===== src/hw/shlc_map.svh =====
// Register offsets, field positions, reset values and codes for the handshake line control block
`ifndef SHLC_MAP_SVH
`define SHLC_MAP_SVH

// ----------------------------------------------------------------
// Register word offsets
// ----------------------------------------------------------------
`define SHLC_ADDR_W         4
`define SHLC_REG_MODE       4'h0
`define SHLC_REG_LINE_CTRL  4'h1
`define SHLC_REG_LINE_STAT  4'h2
`define SHLC_REG_INPUTS     4'h3

// ----------------------------------------------------------------
// Line control field positions
// ----------------------------------------------------------------
`define SHLC_CTRL_RTS_LSB   0
`define SHLC_CTRL_CTS_BIT   2
`define SHLC_CTRL_DCD_BIT   3
`define SHLC_CTRL_DTR_BIT   4
`define SHLC_CTRL_DSR_BIT   5

// ----------------------------------------------------------------
// Line status bit positions
// ----------------------------------------------------------------
`define SHLC_STAT_RTS       0
`define SHLC_STAT_CTS       1
`define SHLC_STAT_DCD       2
`define SHLC_STAT_DTR       3
`define SHLC_STAT_DSR       4
`define SHLC_STAT_CARRIER   5
`define SHLC_STAT_EN        6

// ----------------------------------------------------------------
// Reset values
// ----------------------------------------------------------------
`define SHLC_MODE_RST       3'h0
`define SHLC_CTRL_RST       6'h00

// ----------------------------------------------------------------
// Request-to-send handling codes
// ----------------------------------------------------------------
`define SHLC_RTS_NORMAL     2'h0
`define SHLC_RTS_CARRIER    2'h1
`define SHLC_RTS_IGNORE     2'h2

`endif


===== src/hw/shlc_pkg.sv =====
// Types shared by the handshake line control block
package shlc_pkg;

    // Electrical interface standard selected by the mode code
    typedef enum logic [2:0] {
        SHLC_IF_OFF,
        SHLC_IF_RS232,
        SHLC_IF_RS449,
        SHLC_IF_RS449_UNTERM,
        SHLC_IF_V35,
        SHLC_IF_V36,
        SHLC_IF_EIA530,
        SHLC_IF_EIA530A
    } shlc_if_mode_t;

    // Software settings for every handshake line
    typedef struct packed {
        logic [1:0] rts_mode;
        logic       cts_force;
        logic       dcd_force;
        logic       dtr_ignore;
        logic       dsr_force;
    } shlc_ctrl_t;

    // Levels presented on the handshake lines
    typedef struct packed {
        logic carrier_gated_by_request;
        logic dsr;
        logic dtr;
        logic dcd;
        logic cts;
        logic rts;
    } shlc_lines_t;

endpackage


===== src/hw/shlc_line_mux.sv =====
// Per-line override: pass the internal condition or force the line active
`timescale 1ns/1ns

module shlc_line_mux
#(
    parameter int N_LINES = 3
)
(
    input  wire logic                 mclk,
    input  wire logic                 reset,
    input  wire logic [N_LINES-1:0]   cond,
    input  wire logic [N_LINES-1:0]   force_on,
    input  wire logic                 enable,
    output logic      [N_LINES-1:0]   line_q
);

    // ----------------------------------------------------------------
    // One registered output per line
    // ----------------------------------------------------------------
    genvar g;
    generate
        for (g = 0; g < N_LINES; g = g + 1)
        begin : gen_line
            // Forced lines stay on whatever the condition, but only while enable is high
            always_ff @(posedge mclk)
            begin
                if (reset)
                    line_q[g] <= 1'b0;
                else
                    line_q[g] <= enable && (force_on[g] || cond[g]);
            end
        end
    endgenerate

endmodule


===== src/hw/shlc_mode_decode.sv =====
// Interface standard decoder: one-hot select for the line driver transceivers
`timescale 1ns/1ns
`include "shlc_map.svh"

module shlc_mode_decode
#(
    parameter int N_MODES = 8
)
(
    input  wire logic                   mclk,
    input  wire logic                   reset,
    input  wire logic [2:0]             mode_code,
    input  wire logic                   option_card,
    output logic      [N_MODES-1:0]     std_sel_q,
    output logic                        option_sel_q,
    output logic                        port_en_q
);

    // ----------------------------------------------------------------
    // Decoded selects, one flip-flop per code
    // ----------------------------------------------------------------
    genvar g;
    generate
        for (g = 0; g < N_MODES; g = g + 1)
        begin : gen_sel
            // Standard select for code g; code zero never drives a standard
            always_ff @(posedge mclk)
            begin
                if (reset)
                    std_sel_q[g] <= 1'b0;
                else
                    std_sel_q[g] <= (g != 0) && (mode_code == 3'(g));
            end
        end
    endgenerate

    // Code zero goes to the option card when fitted, else disables
    always_ff @(posedge mclk)
    begin
        if (reset)
        begin
            option_sel_q <= 1'b0;
            port_en_q    <= 1'b0;
        end
        else
        begin
            option_sel_q <= (mode_code == 3'h0) && option_card;
            port_en_q    <= (mode_code != 3'h0) || option_card;
        end
    end

endmodule


===== src/hw/shlc_top.sv =====
// Handshake line control and status for the synchronous terrestrial data port
//
// Local design decisions: the register addresses and the address-and-strobe port.
`timescale 1ns/1ns
`include "shlc_map.svh"

// Notes on behaviour
// Mode code zero disables the port; codes one to seven pick interface standards.
// With an option card fitted, code zero selects that card's interface instead.
// Request handling: 0 normal, 1 request gates carrier, 2 request ignored.
// Clear-to-send setting 1 forces the line active regardless of internal state.
// Carrier-detect setting 1 forces the line active even without receive lock.
// Terminal-ready setting 1 makes the incoming level be disregarded.
// Incoming request level is readable; writes to it do nothing.
// Present clear-to-send output level is readable.
// Present carrier-detect output level is readable.
// Present terminal-ready input and set-ready output levels are readable.
// Set-ready setting 1 forces the line active while the port is enabled.
// Under carrier gating the terminal raises request only when carrier is wanted.
module shlc_top
#(
    parameter int ADDR_W = `SHLC_ADDR_W,
    parameter int DATA_W = 32
)
(
    input  wire logic                mclk,
    input  wire logic                reset,
    input  wire logic [ADDR_W-1:0]   reg_addr,
    input  wire logic [DATA_W-1:0]   reg_wdata,
    input  wire logic                reg_wr,
    input  wire logic                reg_rd,
    output logic      [DATA_W-1:0]   reg_rdata,
    input  wire logic                option_card,
    input  wire logic                rts_in,
    input  wire logic                dtr_in,
    input  wire logic                tx_ready,
    input  wire logic                rx_lock,
    input  wire logic                tx_carrier_req,
    output logic                     cts_out,
    output logic                     dcd_out,
    output logic                     dsr_out,
    output logic                     tx_carrier_on,
    output logic                     terminal_ready,
    output logic      [7:0]          std_sel,
    output logic                     option_sel,
    output logic                     port_en
);

    // ----------------------------------------------------------------
    // Settings registers
    // ----------------------------------------------------------------
    shlc_pkg::shlc_if_mode_t mode_q;
    shlc_pkg::shlc_ctrl_t    ctrl_q;

    // Mode register write
    always_ff @(posedge mclk)
    begin
        if (reset)
            mode_q <= shlc_pkg::shlc_if_mode_t'(`SHLC_MODE_RST);
        else if (reg_wr && reg_addr == `SHLC_REG_MODE)
            mode_q <= shlc_pkg::shlc_if_mode_t'(reg_wdata[2:0]);
    end

    // Line control register write; reserved request code 3 is stored as written and handled as normal
    always_ff @(posedge mclk)
    begin
        if (reset)
            ctrl_q <= shlc_pkg::shlc_ctrl_t'(`SHLC_CTRL_RST);
        else if (reg_wr && reg_addr == `SHLC_REG_LINE_CTRL)
        begin
            ctrl_q.rts_mode   <= reg_wdata[`SHLC_CTRL_RTS_LSB +: 2];
            ctrl_q.cts_force  <= reg_wdata[`SHLC_CTRL_CTS_BIT];
            ctrl_q.dcd_force  <= reg_wdata[`SHLC_CTRL_DCD_BIT];
            ctrl_q.dtr_ignore <= reg_wdata[`SHLC_CTRL_DTR_BIT];
            ctrl_q.dsr_force  <= reg_wdata[`SHLC_CTRL_DSR_BIT];
        end
    end

    // ----------------------------------------------------------------
    // Interface standard select
    // ----------------------------------------------------------------
    logic port_en_w;

    shlc_mode_decode #(
        .N_MODES (8)
    ) shlc_mode_decode_inst (
        .mclk         (mclk),
        .reset        (reset),
        .mode_code    (mode_q),
        .option_card  (option_card),
        .std_sel_q    (std_sel),
        .option_sel_q (option_sel),
        .port_en_q    (port_en_w)
    );

    assign port_en = port_en_w;

    // ----------------------------------------------------------------
    // Incoming line capture
    // ----------------------------------------------------------------
    logic rts_q;
    logic dtr_q;

    // Registered copies of the terminal's request and ready lines
    always_ff @(posedge mclk)
    begin
        if (reset)
        begin
            rts_q <= 1'b0;
            dtr_q <= 1'b0;
        end
        else
        begin
            rts_q <= rts_in;
            dtr_q <= dtr_in;
        end
    end

    // Effective request and ready after the handling settings
    logic rts_eff;
    logic dtr_eff;
    logic carrier_gated_by_request;

    always_comb
    begin
        carrier_gated_by_request = (ctrl_q.rts_mode == `SHLC_RTS_CARRIER);
        case (ctrl_q.rts_mode)
            `SHLC_RTS_NORMAL:  rts_eff = rts_q;
            `SHLC_RTS_CARRIER: rts_eff = rts_q;
            `SHLC_RTS_IGNORE:  rts_eff = 1'b1;
            default:           rts_eff = rts_q;
        endcase
        dtr_eff = ctrl_q.dtr_ignore ? 1'b1 : dtr_q;
    end

    // ----------------------------------------------------------------
    // Transmit carrier control
    // ----------------------------------------------------------------
    logic carrier_q;

    // Under gating carrier needs both the request level and the modulator's ask; otherwise the modulator asks
    always_ff @(posedge mclk)
    begin
        if (reset)
            carrier_q <= 1'b0;
        else if (!port_en_w)
            carrier_q <= 1'b0;
        else if (carrier_gated_by_request)
            carrier_q <= rts_q && tx_carrier_req;
        else
            carrier_q <= tx_carrier_req;
    end

    assign tx_carrier_on = carrier_q;

    // Terminal ready as seen by the modem after the ignore setting
    always_ff @(posedge mclk)
    begin
        if (reset)
            terminal_ready <= 1'b0;
        else
            terminal_ready <= port_en_w && dtr_eff;
    end

    // ----------------------------------------------------------------
    // Outgoing line levels
    // ----------------------------------------------------------------
    logic [2:0] out_cond;
    logic [2:0] out_force;
    logic [2:0] out_q;

    // Internal conditions: ready to send, receive lock, powered and enabled
    always_comb
    begin
        out_cond[0]  = tx_ready && rts_eff;
        out_cond[1]  = rx_lock;
        out_cond[2]  = 1'b1;
        out_force[0] = ctrl_q.cts_force;
        out_force[1] = ctrl_q.dcd_force;
        out_force[2] = ctrl_q.dsr_force;
    end

    shlc_line_mux #(
        .N_LINES (3)
    ) shlc_line_mux_inst (
        .mclk     (mclk),
        .reset    (reset),
        .cond     (out_cond),
        .force_on (out_force),
        .enable   (port_en_w),
        .line_q   (out_q)
    );

    assign cts_out = out_q[0];
    assign dcd_out = out_q[1];
    assign dsr_out = out_q[2];

    // ----------------------------------------------------------------
    // Read-back of settings and line levels
    // ----------------------------------------------------------------
    shlc_pkg::shlc_lines_t lines;

    always_comb
    begin
        lines.rts                      = rts_q;
        lines.cts                      = out_q[0];
        lines.dcd                      = out_q[1];
        lines.dtr                      = dtr_q;
        lines.dsr                      = out_q[2];
        lines.carrier_gated_by_request = carrier_q;
    end

    // Read data registered one cycle after the strobe; status is not writable
    always_ff @(posedge mclk)
    begin
        if (reset)
            reg_rdata <= '0;
        else if (reg_rd)
        begin
            reg_rdata <= '0;
            case (reg_addr)
                `SHLC_REG_MODE:
                    reg_rdata[2:0] <= mode_q;
                `SHLC_REG_LINE_CTRL:
                    reg_rdata[5:0] <= ctrl_q;
                `SHLC_REG_LINE_STAT:
                begin
                    reg_rdata[`SHLC_STAT_RTS] <= lines.rts;
                    reg_rdata[`SHLC_STAT_CTS] <= lines.cts;
                    reg_rdata[`SHLC_STAT_DCD] <= lines.dcd;
                    reg_rdata[`SHLC_STAT_DTR] <= lines.dtr;
                    reg_rdata[`SHLC_STAT_DSR] <= lines.dsr;
                    reg_rdata[`SHLC_STAT_CARRIER] <= lines.carrier_gated_by_request;
                    reg_rdata[`SHLC_STAT_EN]  <= port_en_w;
                end
                `SHLC_REG_INPUTS:
                    reg_rdata[2:0] <= {option_card, rx_lock, tx_ready};
                default:
                    reg_rdata <= '0;
            endcase
        end
        else
            reg_rdata <= '0;
    end

endmodule


===== config.mk =====
export PLATFORM = sky130hd
export DESIGN_NAME = shlc_top
export DESIGN_NICKNAME = d
export VERILOG_FILES = /design/src/hw/shlc_pkg.sv /design/src/hw/shlc_line_mux.sv /design/src/hw/shlc_mode_decode.sv /design/src/hw/shlc_top.sv
export VERILOG_INCLUDE_DIRS = /design/src /design/src/hw
export SDC_FILE = /design/constraint.sdc
export NUM_CORES = 1
export LEC_CHECK = 0
export BUFFER_PORTS_ARGS = -buffer_cell sky130_fd_sc_hd__buf_2
export CAP_MARGIN = 10
export CORE_MARGIN = 4
export CORE_UTILIZATION = 44
export CTS_CLUSTER_SIZE = 25
export DETAILED_ROUTE_END_ITERATION = 7
export GPL_TIMING_DRIVEN = 0
export MAX_ROUTING_LAYER = met4
export PLACE_DENSITY_LB_ADDON = 0.15
export SLEW_MARGIN = 20
export SYNTH_ARGS = -nofsm -noshare
export SYNTH_HDL_FRONTEND = slang
export SYNTH_SLANG_ARGS = --single-unit
export TNS_END_PERCENT = 5

===== constraint.sdc =====
create_clock -name mclk -period 1.87 [get_ports mclk]
set_input_delay 0.187 -clock mclk [delete_from_list [all_inputs] [get_ports mclk]]
set_output_delay 0.187 -clock mclk [all_outputs]
set_load 0.1 [all_outputs]

# Word level (Yosys, flattened, before mapping)
# Index checks and enable logic that the tools add are counted.
# Widths: inputs -> output; s select.
# totals
input_bits	46
memories	0
latch_bits	0
out_inout_bits	47
ff_bits	57
romBits	0
mem_bits_rw	0
# op_classes
reduce_logical	17
mul	0
n_mux	5
addsub	0
n_eq_ne	12
magnitude_cmp	0
bitwise	3
n_div	0
shifts	0
# op_table
operator	n
$eq 3x3->1 const B	4
$pmux 3 s4	1
$eq 4x2->1 const B	2
$logic_and 1x1->1	8
$eq 3x2->1 const B	2
$pmux 3 s2	1
$eq 4x1->1 const B	1
$logic_not 4->1	1
$reduce_or 2->1	2
$eq 3x1->1 const B	1
$logic_not 3->1	1
$logic_or 1x1->1	3
$mux 1	3
$not 1->1	3
$reduce_bool 3->1	1
$reduce_or 3->1	1
$eq 2x1->1 const B	1
$eq 2x2->1 const B	1

# Depth between registers and ports, before layout
# depth
ltp_word	5
mapped_depth	5
mapped_depth_nobuf	3

# Modules after synthesis
# A second synthesis with hierarchy kept.
# unflattened
hier_cells	150
hier_area_um2	1458.9
# modules_own_cells
mod	instances	seq_area_each_um2	area_each_um2	cells_each
shlc_top	1	400.4	1087.3	114
shlc_mode_decode	1	180.2	267.8	26
shlc_line_mux	1	60.1	103.8	10

# Worst setup path before layout
# No wires, ideal clock.
# synth_timing
kind	register -> register
start	reg shlc_mode_decode_inst.port_en_q
end	reg carrier_q (netlist: tx_carrier_on)
path_buffers	0
arrival_time_ns	1.400
synth_period_minus_slack_ns	1.459
required_time_ns	1.811
stages_incl_launch_ff	4
path_slack_ns	0.411
path_cell_list	dfxtp_1 nand2b_1 inv_1 o311a_1
# synth_between
elab_chain_cells	2
# synth_lines
element	line_no	rtl
start, declared	shlc_mode_decode.sv:16	output logic port_en_q
start signal, assigned	shlc_mode_decode.sv:48	port_en_q <= (mode_code != 3'h0) || option_card;
$not 1->1 (no source line)	n/a	
$reduce_or 2->1 (no source line)	n/a	
end signal, assigned	shlc_top.sv:149	carrier_q <= rts_q && tx_carrier_req;
end signal, assigned	shlc_top.sv:151	carrier_q <= tx_carrier_req;
end, declared	shlc_top.sv:139	logic carrier_q;
# Every way passes these cells.
# A chain may end at the register's enable or synchronous reset.

# Final worst setup path
# layout_timing
start	reg shlc_mode_decode_inst.port_en_q
end	out port_en
# layout_rtl
element	line_no	rtl
end, declared	shlc_top.sv:46	output logic port_en
# No word-level cell between the ends.

==> metrics <==
first-pass GRT wire length 4510 microns; Worst path slowest cell buf_2; VDD IR max 0.422 mV; number of distinct library cells after synthesis 27; number of diodes 0; Place WS 0.707 ns; DRC marker count from the first detailed-route iteration 30; Die Ht 64.8 microns; CTS clock-pin slew for the worst setup and hold paths 0.09 ns; hold crit path type in -> reg; share of synthesized registers carrying an async set or reset 0%; Syn-to-layout area delta 28.9%; CTS H-tree depth 2; Die Wd 64.8 microns; Leak 0.917 nW; Final Hold Vio Count 0; CP max FO 3; DRT antenna net count 0; clk sinks 32; cell family with most CP delay buffers and inverters; Gate Count Post-Synth 147; Finish-stage setup viols 0; nets 264; WL/cell 10.7 microns; WP data required 1.68 ns; vias 1110; RSZ-0062 raised after global routing false; Final GP Congestion 0.850; synthesized cell area 1420 sq um; drt via density 4.24; DRC viols 0; post-route setup slack 0.559 ns; FP Rows 20; Max Clk Rate 763 MHz; largest net degree at the start of global routing 11; Setup TNS 0 ns; hold bufs inserted after CTS 0; root buffer cell clkbuf_4; gr ovfl total 0; Starting Density 46.1%; CP Class reg -> out; TritonCTS clock tree done; Main synth FF type dfxtp_1; core outline area 3080 sq um; status complete, no violations; Final Power 0.00153 W; crit path launch type flip-flop; Clock Latency Late Sink 0.32 ns; Post-Route WL 2810 microns; Critical Path Sink Type primary output; post-CTS setup buffers 0; Tot GR Track Use 14.3%; Crit path largest cell delay 0.44 ns; syn_area_per_cell 9.64 sq um; cts bufs inserted 5; cells along the critical path buf_2; die area 4190 sq um; cell area power density 839 nW/um^2; vias in the first global route 1035; Clock Tree Buf Depth 2; Clock Skew 0.00636 ns; number of register bits inferred by synthesis 32; IO Pins 93; Port Buffers 39; Min Clock Period, post-route 1.31 ns; TritonRoute pass-1 iters 4; layout cell share with drive strength beyond 1 35.8%; post-DP HPWL 2260 microns; Post-synth EDFFs 0; Critical Path AT 1.12 ns; antenna violations before repair 0; post-cts sizing count 0; Syn. warnings 0; Final Cycle Share 70.1%; sequential area share after synthesis 45.2%; CP Buf/Inv Count 1; number of max-cap violations 0; max-slew violation count 0
==> stage by stage <==
step / instance area, sq um / utilization (%) / instances / hold WS, ns
CTS: 1830 / 59.3 / 262 / 0.0689
finish: 1830 / 59.3 / 262 / 0.0728
detailed placement: 1760 / 57.2 / 255 / 0.409
global route: 1830 / 59.3 / 262 / 0.0838
global placement: 1760 / 57.2 / 255 / 0.402
floorplan: 1510 / - / 172 / 0.303
==> kinds of logic (layout without fill, tap and decap cells) <==
logic type      count (synthesis)  after routing  share of synthesized area, %
compound gates                  9              9                          4.85
buf+inv                        34             80                          17.0
flops                          32             32                          45.2
mux                            15             15                          10.6
other cells                     1             26                         0.265
simple gates                   56             56                          22.1
==> state kept, by name, summed over array words and instances, names as in the netlist, 3 cells and up <==
register,count
mode_q,3
shlc_mode_decode_inst.std_sel_q,7
ctrl_q,6
shlc_line_mux_inst.line_q,3
reg_rdata,7
==> layer usage <==
metal	vias up	routed length, microns	GRT usage [%]	share of wire (%)
met2	50	1240	21.6	44
li1	570	-	-	-
met1	486	1230	16.5	44
met4	0	38	7.65	1.4
met5	-	0	-	0
met3	4	290	5.20	10
==> power breakdown <==
part	switching [W]	internal, W
logic	0.000323	0.0000850
registers	0.00000848	0.000692
clock network	0.000211	0.000213
==> worst paths after layout <==
kind / depth (start not counted) / startpoint / to / slack, ns
worst max-delay path: 1 / shlc_mode_decode_inst.port_en_q$_SDFF_PP0_ / port_en / 0.56
worst min-delay path: 2 / rts_in / rts_q$_SDFF_PP0_ / 0.07
worst max register to register: 3 / mode_q[0]$_SDFFE_PP0P_ / reg_rdata[0]$_SDFF_PP0_ / 0.94
worst min register to register: 2 / ctrl_q[0]$_SDFFE_PP0P_ / ctrl_q[0]$_SDFFE_PP0P_ / 0.50
==> layout make-up <==
cell class | instances | area, sq um
multi-input combinational | 106 | 629
buffer | 31 | 230
sequential | 32 | 641
inverter | 3 | 11.3
fill | 291 | 1250
tap | 44 | 55.1
timing repair buffer | 39 | 195
clock buffer | 7 | 65.1
==> cells in the mapped netlist (2+ instances only) <==
cell type,number,area [sq um]
nor3_1,5,25.0
nor2_1,18,67.6
dfxtp_1,32,641
clkbuf_1,2,7.51
buf_6,2,22.5
nand2_1,2,7.51
a22oi_1,3,22.5
buf_4,26,195
mux2i_1,15,150
o22a_1,3,26.3
inv_1,3,11.3
nand2b_1,18,113
nor2b_1,4,25.0
==> cell usage in the layout (no fill, tap or decap), types with 4 or more instances in the layout <==
cell / count
dfxtp_1: 32
conb_1: 26
mux2i_1: 15
clkbuf_4: 5
nand2b_1: 18
buf_2: 40
nor2b_1: 4
nor3_1: 5
nor2_1: 18
buf_4: 26
Note: power is estimated with default switching activity, not from simulation.
